## src/logic/phase_sync_map.vh

```
`ifndef PHASE_SYNC_MAP_VH
`define PHASE_SYNC_MAP_VH

// ----------------------------------------
// Register byte offsets
// ----------------------------------------
`define OFS_CTRL 8'h00
`define OFS_CONFIG 8'h04
`define OFS_DELAY 8'h08
`define OFS_STATUS 8'h0c

// ----------------------------------------
// Control fields
// ----------------------------------------
`define CTRL_SYNC_EN 0
`define CTRL_PIN_MASK 1
`define CTRL_FREQUENCY_CALIBRATION_ENABLE 2
`define CTRL_PWRDN 3
`define CTRL_CAL_BYPASS 4
`define CTRL_SRESET 5
`define CTRL_CAL_GO 6
`define CTRL_RST 5'h0a

// ----------------------------------------
// Configuration fields
// ----------------------------------------
`define CFG_REFERENCE_MULTIPLIER_LSB 0
`define CFG_REFERENCE_MULTIPLIER_MSB 2
`define CFG_OUT_INT 3
`define CFG_CHDIV_BYP 4
`define CFG_REF_INT 5
`define CFG_FRAC 6
`define CFG_REF_OK 7
`define CFG_RST 8'h99
`define REFERENCE_MULTIPLIER_ONE 3'h1

// ----------------------------------------
// Delay register fields
// ----------------------------------------
`define DLY_CNT_MSB 19
`define DLY_DIV_LSB 24
`define DLY_DIV_MSB 27

// ----------------------------------------
// Category codes
// ----------------------------------------
`define CAT_1 3'h1
`define CAT_2 3'h2
`define CAT_3 3'h3
`define CAT_NONE 3'h4

// ----------------------------------------
// Timing
// ----------------------------------------
`define CLK_PERIOD_PS 5000
`define ALIGN_DELAY_US 500
`define ALIGN_DELAY_CYC ((`ALIGN_DELAY_US * 1000000) / `CLK_PERIOD_PS)

`endif

```

## src/logic/delay_counter.v

```verilog
`timescale 1ns/1ps
`default_nettype none

module delay_counter #(
  parameter WIDTH = 20
) (
  input wire clk_sys_i, // Clock
  input wire arst_n_i, // Async reset, low
  input wire load_i, // Start a count
  input wire abort_i, // Stop without done
  input wire [WIDTH-1:0] count_i, // Number of ticks
  input wire [3:0] exp_i, // Tick is 2**exp cycles
  output reg busy_o, // Counting
  output reg done_o // Expiry pulse
);

  reg [WIDTH-1:0] cnt_q;
  reg [15:0] pre_q;
  reg [3:0] exp_q;
  wire [15:0] pre_top;
  wire tick;

  assign pre_top = (16'h0001 << exp_q) - 16'h0001;
  assign tick = (pre_q == pre_top);

  always @(posedge clk_sys_i or negedge arst_n_i) begin
    if (!arst_n_i) begin
      cnt_q <= {WIDTH{1'b0}};
      pre_q <= 16'h0000;
      exp_q <= 4'h0;
      busy_o <= 1'b0;
      done_o <= 1'b0;
    end else begin
      done_o <= 1'b0;
      if (abort_i) begin
        busy_o <= 1'b0;
      end else if (load_i) begin
        cnt_q <= count_i;
        exp_q <= exp_i;
        pre_q <= 16'h0000;
        busy_o <= (count_i != {WIDTH{1'b0}});
        // A zero count expires at once
        done_o <= (count_i == {WIDTH{1'b0}});
      end else if (busy_o) begin
        pre_q <= tick ? 16'h0000 : pre_q + 16'h0001;
        if (tick) begin
          cnt_q <= cnt_q - {{(WIDTH-1){1'b0}}, 1'b1};
          if (cnt_q == {{(WIDTH-1){1'b0}}, 1'b1}) begin
            busy_o <= 1'b0;
            done_o <= 1'b1;
          end
        end
      end
    end
  end

endmodule

`default_nettype wire

```

## src/logic/synth_phase_sync_control.v

```verilog
// Function
// - Request is re-timed to the next reference clock edge before alignment.
// - Deterministic delay only after calibration, settling and modulator delay expiry.
// - Category 1 aligns with sync disabled and no request.
// - Category 2 needs sync enabled and any rising edge on request pin.
// - Request pin ignored while pin mask is set.
// - Alignment times out after count times 2**divider reference cycles.
// - Programmed delay is an upper bound; engine may finish early.
// - Category 1: multiplier one, integer output multiple, channel divider bypassed.
// - Category 1 phase holds over power cycle, calibration, reset and reprogram.
// - Category 1 without calibration may shift after power-down; only reset fixes.
// - Category 1 without calibration stays deterministic across frequency change.
//
// Added by the designer: register access over AHB-Lite and the placing of the registers.
`timescale 1ns/1ps
`default_nettype none
`include "phase_sync_map.vh"

module synth_phase_sync_control #(
  parameter CNT_WIDTH = 20,
  parameter CAL_CYCLES = 400,
  parameter SETTLE_CYCLES = 1000,
  parameter DELAY_RESET = `ALIGN_DELAY_CYC
) (
  input wire clk_sys_i, // Reference-derived clock
  input wire arst_n_i, // Async reset, low
  input wire hsel_i, // AHB select
  input wire [7:0] haddr_i, // AHB address
  input wire [1:0] htrans_i, // AHB transfer type
  input wire hwrite_i, // AHB write
  input wire [2:0] hsize_i, // AHB size
  input wire [31:0] hwdata_i, // AHB write data
  input wire hready_i, // AHB ready in
  output wire hreadyout_o, // AHB ready out
  output wire hresp_o, // AHB response
  output reg [31:0] hrdata_o, // AHB read data
  input wire align_request_pin_i, // Alignment request pin
  input wire engine_done_i, // Alignment engine finished early
  output reg align_start_o, // Re-timed request pulse
  output reg vco_cal_o, // Calibration running
  output reg modulator_reset_o, // Modulator reset held
  output reg powerdown_o, // Power-down level
  output reg phase_locked_o // Output phase deterministic
);

  localparam [4:0] ST_IDLE = 5'b00001;
  localparam [4:0] ST_CAL = 5'b00010;
  localparam [4:0] ST_SETTLE = 5'b00100;
  localparam [4:0] ST_READY = 5'b01000;
  localparam [4:0] ST_ALIGN = 5'b10000;

  // ----------------------------------------
  // Bus slave
  // ----------------------------------------
  reg wr_pend_q;
  reg [7:0] wr_addr_q;
  reg [4:0] ctrl_q;
  reg [7:0] config_q;
  reg [CNT_WIDTH-1:0] mash_cnt_q;
  reg [3:0] cal_div_q;
  reg [4:0] state_q;
  reg [2:0] category;
  reg req_pin_q;
  reg req_prev_q;
  reg resync_q;
  reg shift_q;
  reg timeout_q;
  reg early_q;
  reg [31:0] rdata;
  wire addr_ok;
  wire wr_ctrl;
  wire wr_cfg;
  wire sreset;
  wire cal_go;
  wire sync_en;
  wire pin_mask;
  wire frequency_calibration_enable;
  wire cal_bypass;
  wire req_edge;
  wire req_ok;
  wire cnt_done;
  wire mash_done;
  reg cnt_load;
  reg [CNT_WIDTH-1:0] cnt_val;

  assign addr_ok = hsel_i & htrans_i[1] & hready_i;
  assign hreadyout_o = 1'b1;
  assign hresp_o = 1'b0;
  assign wr_ctrl = wr_pend_q & (wr_addr_q == `OFS_CTRL);
  assign wr_cfg = wr_pend_q & (wr_addr_q == `OFS_CONFIG);
  assign sreset = wr_ctrl & hwdata_i[`CTRL_SRESET];
  assign cal_go = wr_ctrl & hwdata_i[`CTRL_CAL_GO];
  assign sync_en = ctrl_q[`CTRL_SYNC_EN];
  assign pin_mask = ctrl_q[`CTRL_PIN_MASK];
  assign frequency_calibration_enable = ctrl_q[`CTRL_FREQUENCY_CALIBRATION_ENABLE];
  assign cal_bypass = ctrl_q[`CTRL_CAL_BYPASS];

  always @* begin
    case (haddr_i)
      `OFS_CTRL: rdata = {27'h0000000, ctrl_q};
      `OFS_CONFIG: rdata = {24'h000000, config_q};
      `OFS_DELAY: rdata = {4'h0, cal_div_q, {(24-CNT_WIDTH){1'b0}}, mash_cnt_q};
      `OFS_STATUS: rdata = {16'h0000, 3'h0, state_q, early_q, timeout_q, shift_q,
                            resync_q, phase_locked_o, category};
      default: rdata = 32'h00000000;
    endcase
  end

  // Read data registered in address phase, so zero wait states
  always @(posedge clk_sys_i or negedge arst_n_i) begin
    if (!arst_n_i) begin
      wr_pend_q <= 1'b0;
      wr_addr_q <= 8'h00;
      hrdata_o <= 32'h00000000;
    end else begin
      wr_pend_q <= addr_ok & hwrite_i;
      if (addr_ok) begin
        wr_addr_q <= haddr_i;
      end
      if (addr_ok & ~hwrite_i) begin
        hrdata_o <= rdata;
      end
    end
  end

  // Software reset returns settings to defaults; reprogramming follows
  always @(posedge clk_sys_i or negedge arst_n_i) begin
    if (!arst_n_i) begin
      ctrl_q <= `CTRL_RST;
      config_q <= `CFG_RST;
      mash_cnt_q <= DELAY_RESET[CNT_WIDTH-1:0];
      cal_div_q <= 4'h0;
    end else if (sreset) begin
      ctrl_q <= `CTRL_RST;
      config_q <= `CFG_RST;
      mash_cnt_q <= DELAY_RESET[CNT_WIDTH-1:0];
      cal_div_q <= 4'h0;
    end else if (wr_pend_q) begin
      case (wr_addr_q)
        `OFS_CTRL: ctrl_q <= hwdata_i[4:0];
        `OFS_CONFIG: config_q <= hwdata_i[7:0];
        `OFS_DELAY: begin
          mash_cnt_q <= hwdata_i[CNT_WIDTH-1:0];
          cal_div_q <= hwdata_i[`DLY_DIV_MSB:`DLY_DIV_LSB];
        end
        default: ;
      endcase
    end
  end

  // ----------------------------------------
  // Category decode
  // ----------------------------------------
  always @* begin
    if (config_q[`CFG_REFERENCE_MULTIPLIER_MSB:`CFG_REFERENCE_MULTIPLIER_LSB] == `REFERENCE_MULTIPLIER_ONE && config_q[`CFG_OUT_INT] &&
        config_q[`CFG_CHDIV_BYP]) begin
      category = `CAT_1;
    end else if (config_q[`CFG_REFERENCE_MULTIPLIER_MSB:`CFG_REFERENCE_MULTIPLIER_LSB] == `REFERENCE_MULTIPLIER_ONE &&
                 (config_q[`CFG_OUT_INT] || config_q[`CFG_REF_INT])) begin
      category = `CAT_2;
    end else if (config_q[`CFG_REF_OK]) begin
      category = `CAT_3;
    end else begin
      category = `CAT_NONE;
    end
  end

  // ----------------------------------------
  // Request pin
  // ----------------------------------------
  // Only a fresh low-to-high change counts, so a held-high pin fires once
  assign req_edge = req_pin_q & ~req_prev_q;
  assign req_ok = req_edge & ~pin_mask & sync_en &
                  (category == `CAT_2 || category == `CAT_3) &
                  (~cal_bypass | frequency_calibration_enable);

  always @(posedge clk_sys_i or negedge arst_n_i) begin
    if (!arst_n_i) begin
      req_pin_q <= 1'b0;
      req_prev_q <= 1'b0;
    end else begin
      req_pin_q <= align_request_pin_i;
      req_prev_q <= req_pin_q;
    end
  end

  // ----------------------------------------
  // Counters
  // ----------------------------------------
  delay_counter #(
    .WIDTH(CNT_WIDTH)
  ) u_settle (
    .clk_sys_i(clk_sys_i),
    .arst_n_i(arst_n_i),
    .load_i(cnt_load),
    // Abort on the setting, not its copy, so the power-up cycle can still load
    .abort_i(ctrl_q[`CTRL_PWRDN] | sreset),
    .count_i(cnt_val),
    .exp_i(4'h0),
    .busy_o(),
    .done_o(cnt_done)
  );

  // Modulator delay counts only for a nonzero numerator
  delay_counter #(
    .WIDTH(CNT_WIDTH)
  ) u_mash (
    .clk_sys_i(clk_sys_i),
    .arst_n_i(arst_n_i),
    .load_i(align_start_o),
    .abort_i(ctrl_q[`CTRL_PWRDN] | sreset | (state_q == ST_ALIGN && engine_done_i)),
    .count_i(config_q[`CFG_FRAC] ? mash_cnt_q : {CNT_WIDTH{1'b0}}),
    .exp_i(cal_div_q),
    .busy_o(),
    .done_o(mash_done)
  );

  // ----------------------------------------
  // Sequencer
  // ----------------------------------------
  always @* begin
    cnt_load = 1'b0;
    cnt_val = SETTLE_CYCLES[CNT_WIDTH-1:0];
    case (state_q)
      ST_IDLE: begin
        if (~ctrl_q[`CTRL_PWRDN] & (cal_go | powerdown_o)) begin
          cnt_load = 1'b1;
          cnt_val = cal_bypass ? SETTLE_CYCLES[CNT_WIDTH-1:0] : CAL_CYCLES[CNT_WIDTH-1:0];
        end
      end
      ST_CAL: cnt_load = cnt_done;
      ST_READY: begin
        if (cal_go) begin
          cnt_load = 1'b1;
          cnt_val = cal_bypass ? SETTLE_CYCLES[CNT_WIDTH-1:0] : CAL_CYCLES[CNT_WIDTH-1:0];
        end
      end
      default: ;
    endcase
  end

  always @(posedge clk_sys_i or negedge arst_n_i) begin
    if (!arst_n_i) begin
      state_q <= ST_IDLE;
      powerdown_o <= 1'b0;
      vco_cal_o <= 1'b0;
      modulator_reset_o <= 1'b0;
      align_start_o <= 1'b0;
      phase_locked_o <= 1'b0;
      resync_q <= 1'b0;
      shift_q <= 1'b0;
      timeout_q <= 1'b0;
      early_q <= 1'b0;
    end else begin
      powerdown_o <= ctrl_q[`CTRL_PWRDN];
      align_start_o <= 1'b0;
      if (sreset) begin
        state_q <= ST_IDLE;
        vco_cal_o <= 1'b0;
        modulator_reset_o <= 1'b0;
        phase_locked_o <= 1'b0;
        resync_q <= 1'b0;
        shift_q <= 1'b0;
      end else if (powerdown_o & ctrl_q[`CTRL_PWRDN]) begin
        state_q <= ST_IDLE;
        vco_cal_o <= 1'b0;
        modulator_reset_o <= 1'b0;
        phase_locked_o <= 1'b0;
        if (category == `CAT_1 && cal_bypass) begin
          shift_q <= 1'b1;
        end
      end else begin
        case (state_q)
          ST_IDLE: begin
            if (cnt_load) begin
              state_q <= cal_bypass ? ST_SETTLE : ST_CAL;
              vco_cal_o <= ~cal_bypass;
            end
          end
          ST_CAL: begin
            if (cnt_done) begin
              vco_cal_o <= 1'b0;
              state_q <= ST_SETTLE;
            end
          end
          ST_SETTLE: begin
            if (cnt_done) begin
              state_q <= ST_READY;
              // Category 1 is deterministic with no request at all
              phase_locked_o <= (category == `CAT_1) & ~shift_q;
              resync_q <= (category == `CAT_2 || category == `CAT_3);
            end
          end
          ST_READY: begin
            if (cnt_load) begin
              state_q <= cal_bypass ? ST_SETTLE : ST_CAL;
              vco_cal_o <= ~cal_bypass;
              phase_locked_o <= 1'b0;
            end else if (req_ok) begin
              state_q <= ST_ALIGN;
              align_start_o <= 1'b1;
              modulator_reset_o <= config_q[`CFG_FRAC];
              phase_locked_o <= 1'b0;
              timeout_q <= 1'b0;
              early_q <= 1'b0;
            end
          end
          ST_ALIGN: begin
            if (engine_done_i && !align_start_o) begin
              state_q <= ST_READY;
              modulator_reset_o <= 1'b0;
              phase_locked_o <= 1'b1;
              resync_q <= 1'b0;
              early_q <= 1'b1;
            end else if (mash_done) begin
              state_q <= ST_READY;
              modulator_reset_o <= 1'b0;
              phase_locked_o <= 1'b1;
              resync_q <= 1'b0;
              timeout_q <= config_q[`CFG_FRAC];
            end
          end
          default: state_q <= ST_IDLE;
        endcase
        // Frequency change outside category 1 with calibration bypassed loses alignment
        if (wr_cfg && !(category == `CAT_1 && cal_bypass)) begin
          phase_locked_o <= 1'b0;
          resync_q <= 1'b1;
        end
      end
    end
  end

endmodule

`default_nettype wire

```

## config.mk

```make
export PLATFORM = sky130hd
export DESIGN_NAME = synth_phase_sync_control
export DESIGN_NICKNAME = d
export VERILOG_FILES = /design/src/logic/delay_counter.v /design/src/logic/synth_phase_sync_control.v
export VERILOG_INCLUDE_DIRS = /design/src /design/src/logic
export SDC_FILE = /design/constraint.sdc
export NUM_CORES = 1
export LEC_CHECK = 0
export ABC_AREA = 1
export ABC_CLOCK_PERIOD_IN_PS = 2000
export BUFFER_PORTS_ARGS = -buffer_cell sky130_fd_sc_hd__buf_2
export CORE_ASPECT_RATIO = 1.25
export CORE_UTILIZATION = 35
export CTS_CLUSTER_DIAMETER = 60
export DETAILED_ROUTE_END_ITERATION = 12
export PLACE_DENSITY = 0.5
export SYNTH_ARGS = -nofsm -noshare
export SYNTH_HDL_FRONTEND = slang
export SYNTH_SLANG_ARGS = --single-unit
```

## constraint.sdc

```tcl
create_clock -name clk_sys_i -period 2 [get_ports clk_sys_i]
set_input_delay 0.4 -clock clk_sys_i [delete_from_list [all_inputs] [get_ports clk_sys_i]]
set_output_delay 0.4 -clock clk_sys_i [all_outputs]
set_load 0.02 [all_outputs]
```

# --- After elaboration in Yosys (flattened, before gate mapping) ---
# Index checks and enable logic that the tools add are counted.
# W data, S select, Z words.
totals:
  ff_bits: 174
  latchBits: 0
  ramBits: 0
  romBits: 0
  in_bits: 52
  output_inout_bits: 39
  wordCells: 257
  n_memories: 0
op_classes:
  addsub: 5
  n_mul: 0
  div: 0
  magnitude_cmp: 0
  eq_ne: 36
  shifts: 1
  muxes: 107
  bitwise_logic: 30
  n_reduce_logical: 50
ops:
  columns: ["cell", "n"]
  rows:
  - ["$mux W20", 10]
  - ["$pmux W28 S4", 1]
  - ["$mux W16", 6]
  - ["$mux W5", 12]
  - ["$mux W1", 56]
  - ["$eq A20 B1 Y1 const B", 2]
  - ["$logic_not A20 Y1", 2]
  - ["$reduce_bool A20 Y1", 2]
  - ["$sub A20 B1 Y20 const B", 2]
  - ["$add A16 B1 Y16 const B", 2]
  - ["$mux W10", 3]
  - ["$pmux W5 S5", 1]
  - ["$eq A8 B4 Y1 const B", 3]
  - ["$mux W8", 3]
  - ["$reduce_bool A2 Y1", 11]
  - ["$pmux W10 S2", 1]
  - ["$and A1 B1 Y1", 16]
  - ["$eq A16 B16 Y1", 1]
  - ["$eq A8 B3 Y1 const B", 2]
  - ["$logic_not A16 Y1", 1]
  - ["$logic_not A8 Y1", 2]
  - ["$shl A1 B4 Y16 const A", 1]
  - ["$sub A16 B1 Y16 const B", 1]
  - ["$reduce_and A2 Y1", 7]
  - ["other kinds (34)", 81]

# --- Logic depth before layout (Yosys ltp) ---
logic_depth:
  word_depth: 14
  depth_mapped: 20
  ltp_nobuf: 17

# --- Cells and area by module ---
# A second synthesis with hierarchy kept.
hier_totals:
  hier_cells: 1545
  hier_area_um2: 10916.7
modules_own_cells:
  columns: ["mod", "instances", "cells_per_inst", "area_per_inst_um2", "seq_area_each_um2"]
  rows:
  - ["synth_phase_sync_control", 1, 561, 4573.1, 2168.3]
  - ["delay_counter (u_settle)", 1, 493, 3189.3, 1051.0]
  - ["delay_counter (u_mash)", 1, 491, 3154.3, 1051.0]

# --- Worst setup path after synthesis ---
# OpenSTA, ideal clock, no wires.
synth_path:
  path_type: "flip-flop to flip-flop"
  startpoint: "reg u_mash.exp_q[3]"
  endpoint: "reg u_mash.cnt_q[0]"
  setup_time_ns: 0.117
  arrival_time_ns: 2.140
  required_time_ns: 1.883
  slack_ns: -0.257
  path_stages_with_launch: 21
  path_cell_list: "dfrtp_1 > buf_6 > nor2_8 > nand2_1 > ha_1 > buf_2 > inv_1 > nor2_1 > nor2_1 > nand2_1 > nand2_1 > nand2_1 > nor2_2 > nand2_1 > nor2_4 > nand2_4 > nand2_4 > nand2_2 > buf_6 > nand2_1 > nand2_1"
synth_via:
  elab_chain_cells: 5
synth_lines:
  columns: ["element", "line_no", "source"]
  rows:
  - ["start: declaration", "delay_counter.v:19", "reg [3:0] exp_q;"]
  - ["start signal: assignment", "delay_counter.v:39", "exp_q <= exp_i;"]
  - ["$shl A1 B4 Y16", "delay_counter.v:23", "assign pre_top = (16'h0001 << exp_q) - 16'h0001;"]
  - ["$sub A16 B1 Y16", "delay_counter.v:23", null]
  - ["$eq A16 B16 Y1", "delay_counter.v:24", "assign tick = (pre_q == pre_top);"]
  - ["$reduce_bool A2 Y1 (no line)", null, null]
  - ["$reduce_and A3 Y1 (no line)", null, null]
  - ["end signal: assignment", "delay_counter.v:28", "cnt_q <= {WIDTH{1'b0}};"]
  - ["end signal: assignment", "delay_counter.v:38", "cnt_q <= count_i;"]
  - ["end signal: assignment", "delay_counter.v:47", "cnt_q <= cnt_q - {{(WIDTH-1){1'b0}}, 1'b1};"]
  - ["end: declaration", "delay_counter.v:17", "reg [WIDTH-1:0] cnt_q;"]
# Every way passes these cells.
# A chain may end at the register's enable or synchronous reset.

# --- Worst setup path in the final report ---
layout_path:
  startpoint: "reg u_mash.exp_q[2]"
  endpoint: "reg u_mash.cnt_q[1]"
# The elaborated chain is that of the path after synthesis.

==> impl_metrics.ini <==
[worst_hold_path]
worstHoldPathCells = 1
hold_class = in -> reg

[global_routing]
gr-total-overflow = 0
grt.total_usage = 0.212
grt_pass1_vias = 9414
grt_pass1_wl_microns = 48500
antenna_found_initial = 1
grt_max_degree = 34

[synthesis]
ys_top_cells_by_count = nand2_1, dfrtp_1, nor2_1
yosysWarnings = 0
ys.flop_type = dfrtp_1
synth_edf_count = 0
async_flop_share = 1.00
synth_area_leaders = dfrtp_1, nand2_1, o21ai_0
ys_seq_area_frac = 0.421
yosysMostFrequentCell = nand2_1
ys_ff_latch = 166
synth_top_area_share = 0.386
ys_types = 44
synth_area_per_cell_sq_um = 7.24
postSynthCellCount = 1368
syn_area_sq_um = 9910
synth_top_cell_by_area = dfrtp_1

[cells_and_area]
stdcell_count = 1936
num-fill-cells = 2836
nNetsFinal = 1632
final_core_utilization = 0.475
area_delta_synth_final_pct = 32.9
drive_gt1_frac = 0.280

[setup_path]
path_max_fanout = 7
path_class = reg -> reg
r2r-start = u_mash.exp_q[2]
crit_end = u_mash.cnt_q[1]
worstPathArrival_ns = 2.64
end_kind = flip-flop
rr_endpoint = u_mash.cnt_q[1]
r2r_slack_ns = -0.27
cp-startpoint = u_mash.exp_q[2]
rr_worst_depth = 16
cp.required_ns = 2.37
start_kind = flip-flop

[place]
placed_cells = 1873
io_buffers = 68
hpwl_microns = 22500
gp_congestion = 0.860

[route]
drt-total-wl_microns = 30500
final_antenna_net_count = 0
wl_met1_microns = 12400
avgRoutedWirePerCell_microns = 15.8
dr_wl_met2_microns = 16600
drtIter0Drc = 559
drc = 0
route.vias.total = 9623
vias_per_cell = 4.97
topRoutingLayerUsed = met4
firstDrtPassIters = 7
wl_met3_microns = 897

[clocking]
cts_tree = built
h-tree-depth = 4
clk_path_buf_depth = 2
numCtsBuffers = 17
path_clk_slew_ns = 0.07
insertion_delay_ns = 0.43
clock_sinks = 166
cts_root_buf = clkbuf_16

[pwr]
power_density_nw_per_um2 = 716
leakagePower_nw = 6.68
ir_drop_mv = 0.504
total_power_mw = 9.43

[sta]
fin_ws_ns = -0.270
max_freq_mhz = 440
fin_crit_ns = 2.27
fin_crit_sh = 1.14
slew_viol_final = 0
setup_viol = 48
fin_skew_ns = 0.0107
hold_violations = 0
rsz0062_at_grt = yes

[floorplan]
die_x_microns = 153
core_area_sq_um = 27700
initial_core_util = 0.357
io-pin-count = 91
dieHeight_microns = 190
rows = 68
die-area_sq_um = 29000

[run_status]
violations = setup timing
status = finished, violations left

[run]
drv_cap = 0
-- worst min path at each step --
stage,from,endpoint,slack [ns]
floorplan,arst_n_i,align_start_o,0.10
global placement,arst_n_i,u_mash.pre_q[14],0.32
detailed placement,arst_n_i,u_mash.pre_q[14],0.32
CTS,align_request_pin_i,req_pin_q,0.08
global route,align_request_pin_i,req_pin_q,0.07
finish,align_request_pin_i,req_pin_q,0.09
-- metal layers --
layer  GRT usage  vias to the layer above
met5           0                        -
li1            -                     4841
met4      0.0692                        0
met1       0.247                     4601
met2       0.400                      138
met3      0.0294                       43
-- area by class of cell --
cell class | instances | area (sq um) | area share
Clock buffer | 17 | 425 | 0.0323
Timing Repair inverter | 2 | 20.0 | 0.00152
Tap cell | 350 | 438 | 0.0333
Multi-Input combinational cell | 1020 | 5570 | 0.423
Timing Repair Buffer | 224 | 1840 | 0.139
Antenna cell | 1 | 2.50 | 0.000190
Clock inverter | 15 | 153 | 0.0116
Inverter | 141 | 546 | 0.0414
Sequential cell | 166 | 4180 | 0.317
-- registers in the layout, indices dropped and copies added, names as in the netlist, 4 cells and up --
name / cells
u_settle.pre_q: 16
u_mash.cnt_q: 20
config_q: 8
u_settle.cnt_q: 20
u_mash.pre_q: 16
mash_cnt_q: 20
u_mash.exp_q: 4
hrdata_o: 24
cal_div_q: 4
state_q: 5
ctrl_q: 5
wr_addr_q: 8
-- metrics by stage --
stage               setup TNS (ns)  worst slack (ns)  hold WS [ns]  area, sq um
finish                       -7.95            -0.270        0.0920        13200
detailed placement           -9.66            -0.276         0.323        11500
global route                -17.95            -0.450        0.0707        13200
global placement             -7.59            -0.226         0.322        11500
CTS                          -7.68            -0.243        0.0765        12300
floorplan                    -5.39            -0.184         0.104         9980
-- power breakdown --
part,internal (mW),switching (mW),total (mW)
Combinational,0.893,1.27,2.16
Sequential,3.65,0.295,3.94
Clock,1.85,1.48,3.32
Total,6.38,3.04,9.43
-- cell families after synthesis --
logic type                 after synthesis  share of synthesized area
buffers and inverters                  193                     0.0865
adders and majority gates                8                     0.0101
and+or+nand+nor                        769                      0.340
muxes                                    4                    0.00455
DFF                                    166                      0.421
AOI/OAI and AO/OA                      181                     0.0977
other                                    2                   0.000758
xor gates and xnor gates                45                     0.0398
-- critical path, cell delays in order, from the launching register on --
cell and delay [ns]:
dfrtp_2 0.44, nor2_8 0.14, nand2_2 0.08, ha_4 0.30, nor2_4 0.04, nor2_2 0.09, nand3_2 0.07, nor2_2 0.09
nand2_1 0.07, nor2_2 0.12, nand2_2 0.08, nor2_4 0.12, nand2_4 0.09, nand2_8 0.16, clkbuf_16 0.16, nand3_1 0.07
nand2_1 0.07
-- what timing repair did --
| item | in CTS | in global routing |
|---|---|---|
| pin swaps | 13 | 44 |
| gates resized for setup | 27 | 170 |
| buffers inserted | 9 | 14 |
| hold endpoints to repair | 26 | 0 |
| hold buffers | 1 | 0 |
| setup endpoints to repair | 66 | 114 |
| gates cloned | 1 | 9 |
-- cells in the final DEF, fill, tap and decap left out, drive strengths merged --
cell type / count
inv: 142
dfrtp: 153
xor2: 36
or2: 5
nand3b: 6
xnor2: 9
nand4: 32
o41ai: 1
o21ai: 129
mux2: 4
o31ai: 6
diode: 1
bufinv: 2
a21oi: 27
conb: 10
nor4b: 1
nor4: 8
buf: 219
clkinvlp: 6
ha: 8
nor3: 27
o22ai: 9
dlygate4sd3: 1
dfstp: 13
nand3: 121
clkinv: 8
o221ai: 1
nand2: 413
nor2: 159
clkbuf: 21
a31oi: 5
o211ai: 3
Note: power is estimated with default switching activity, not from simulation.
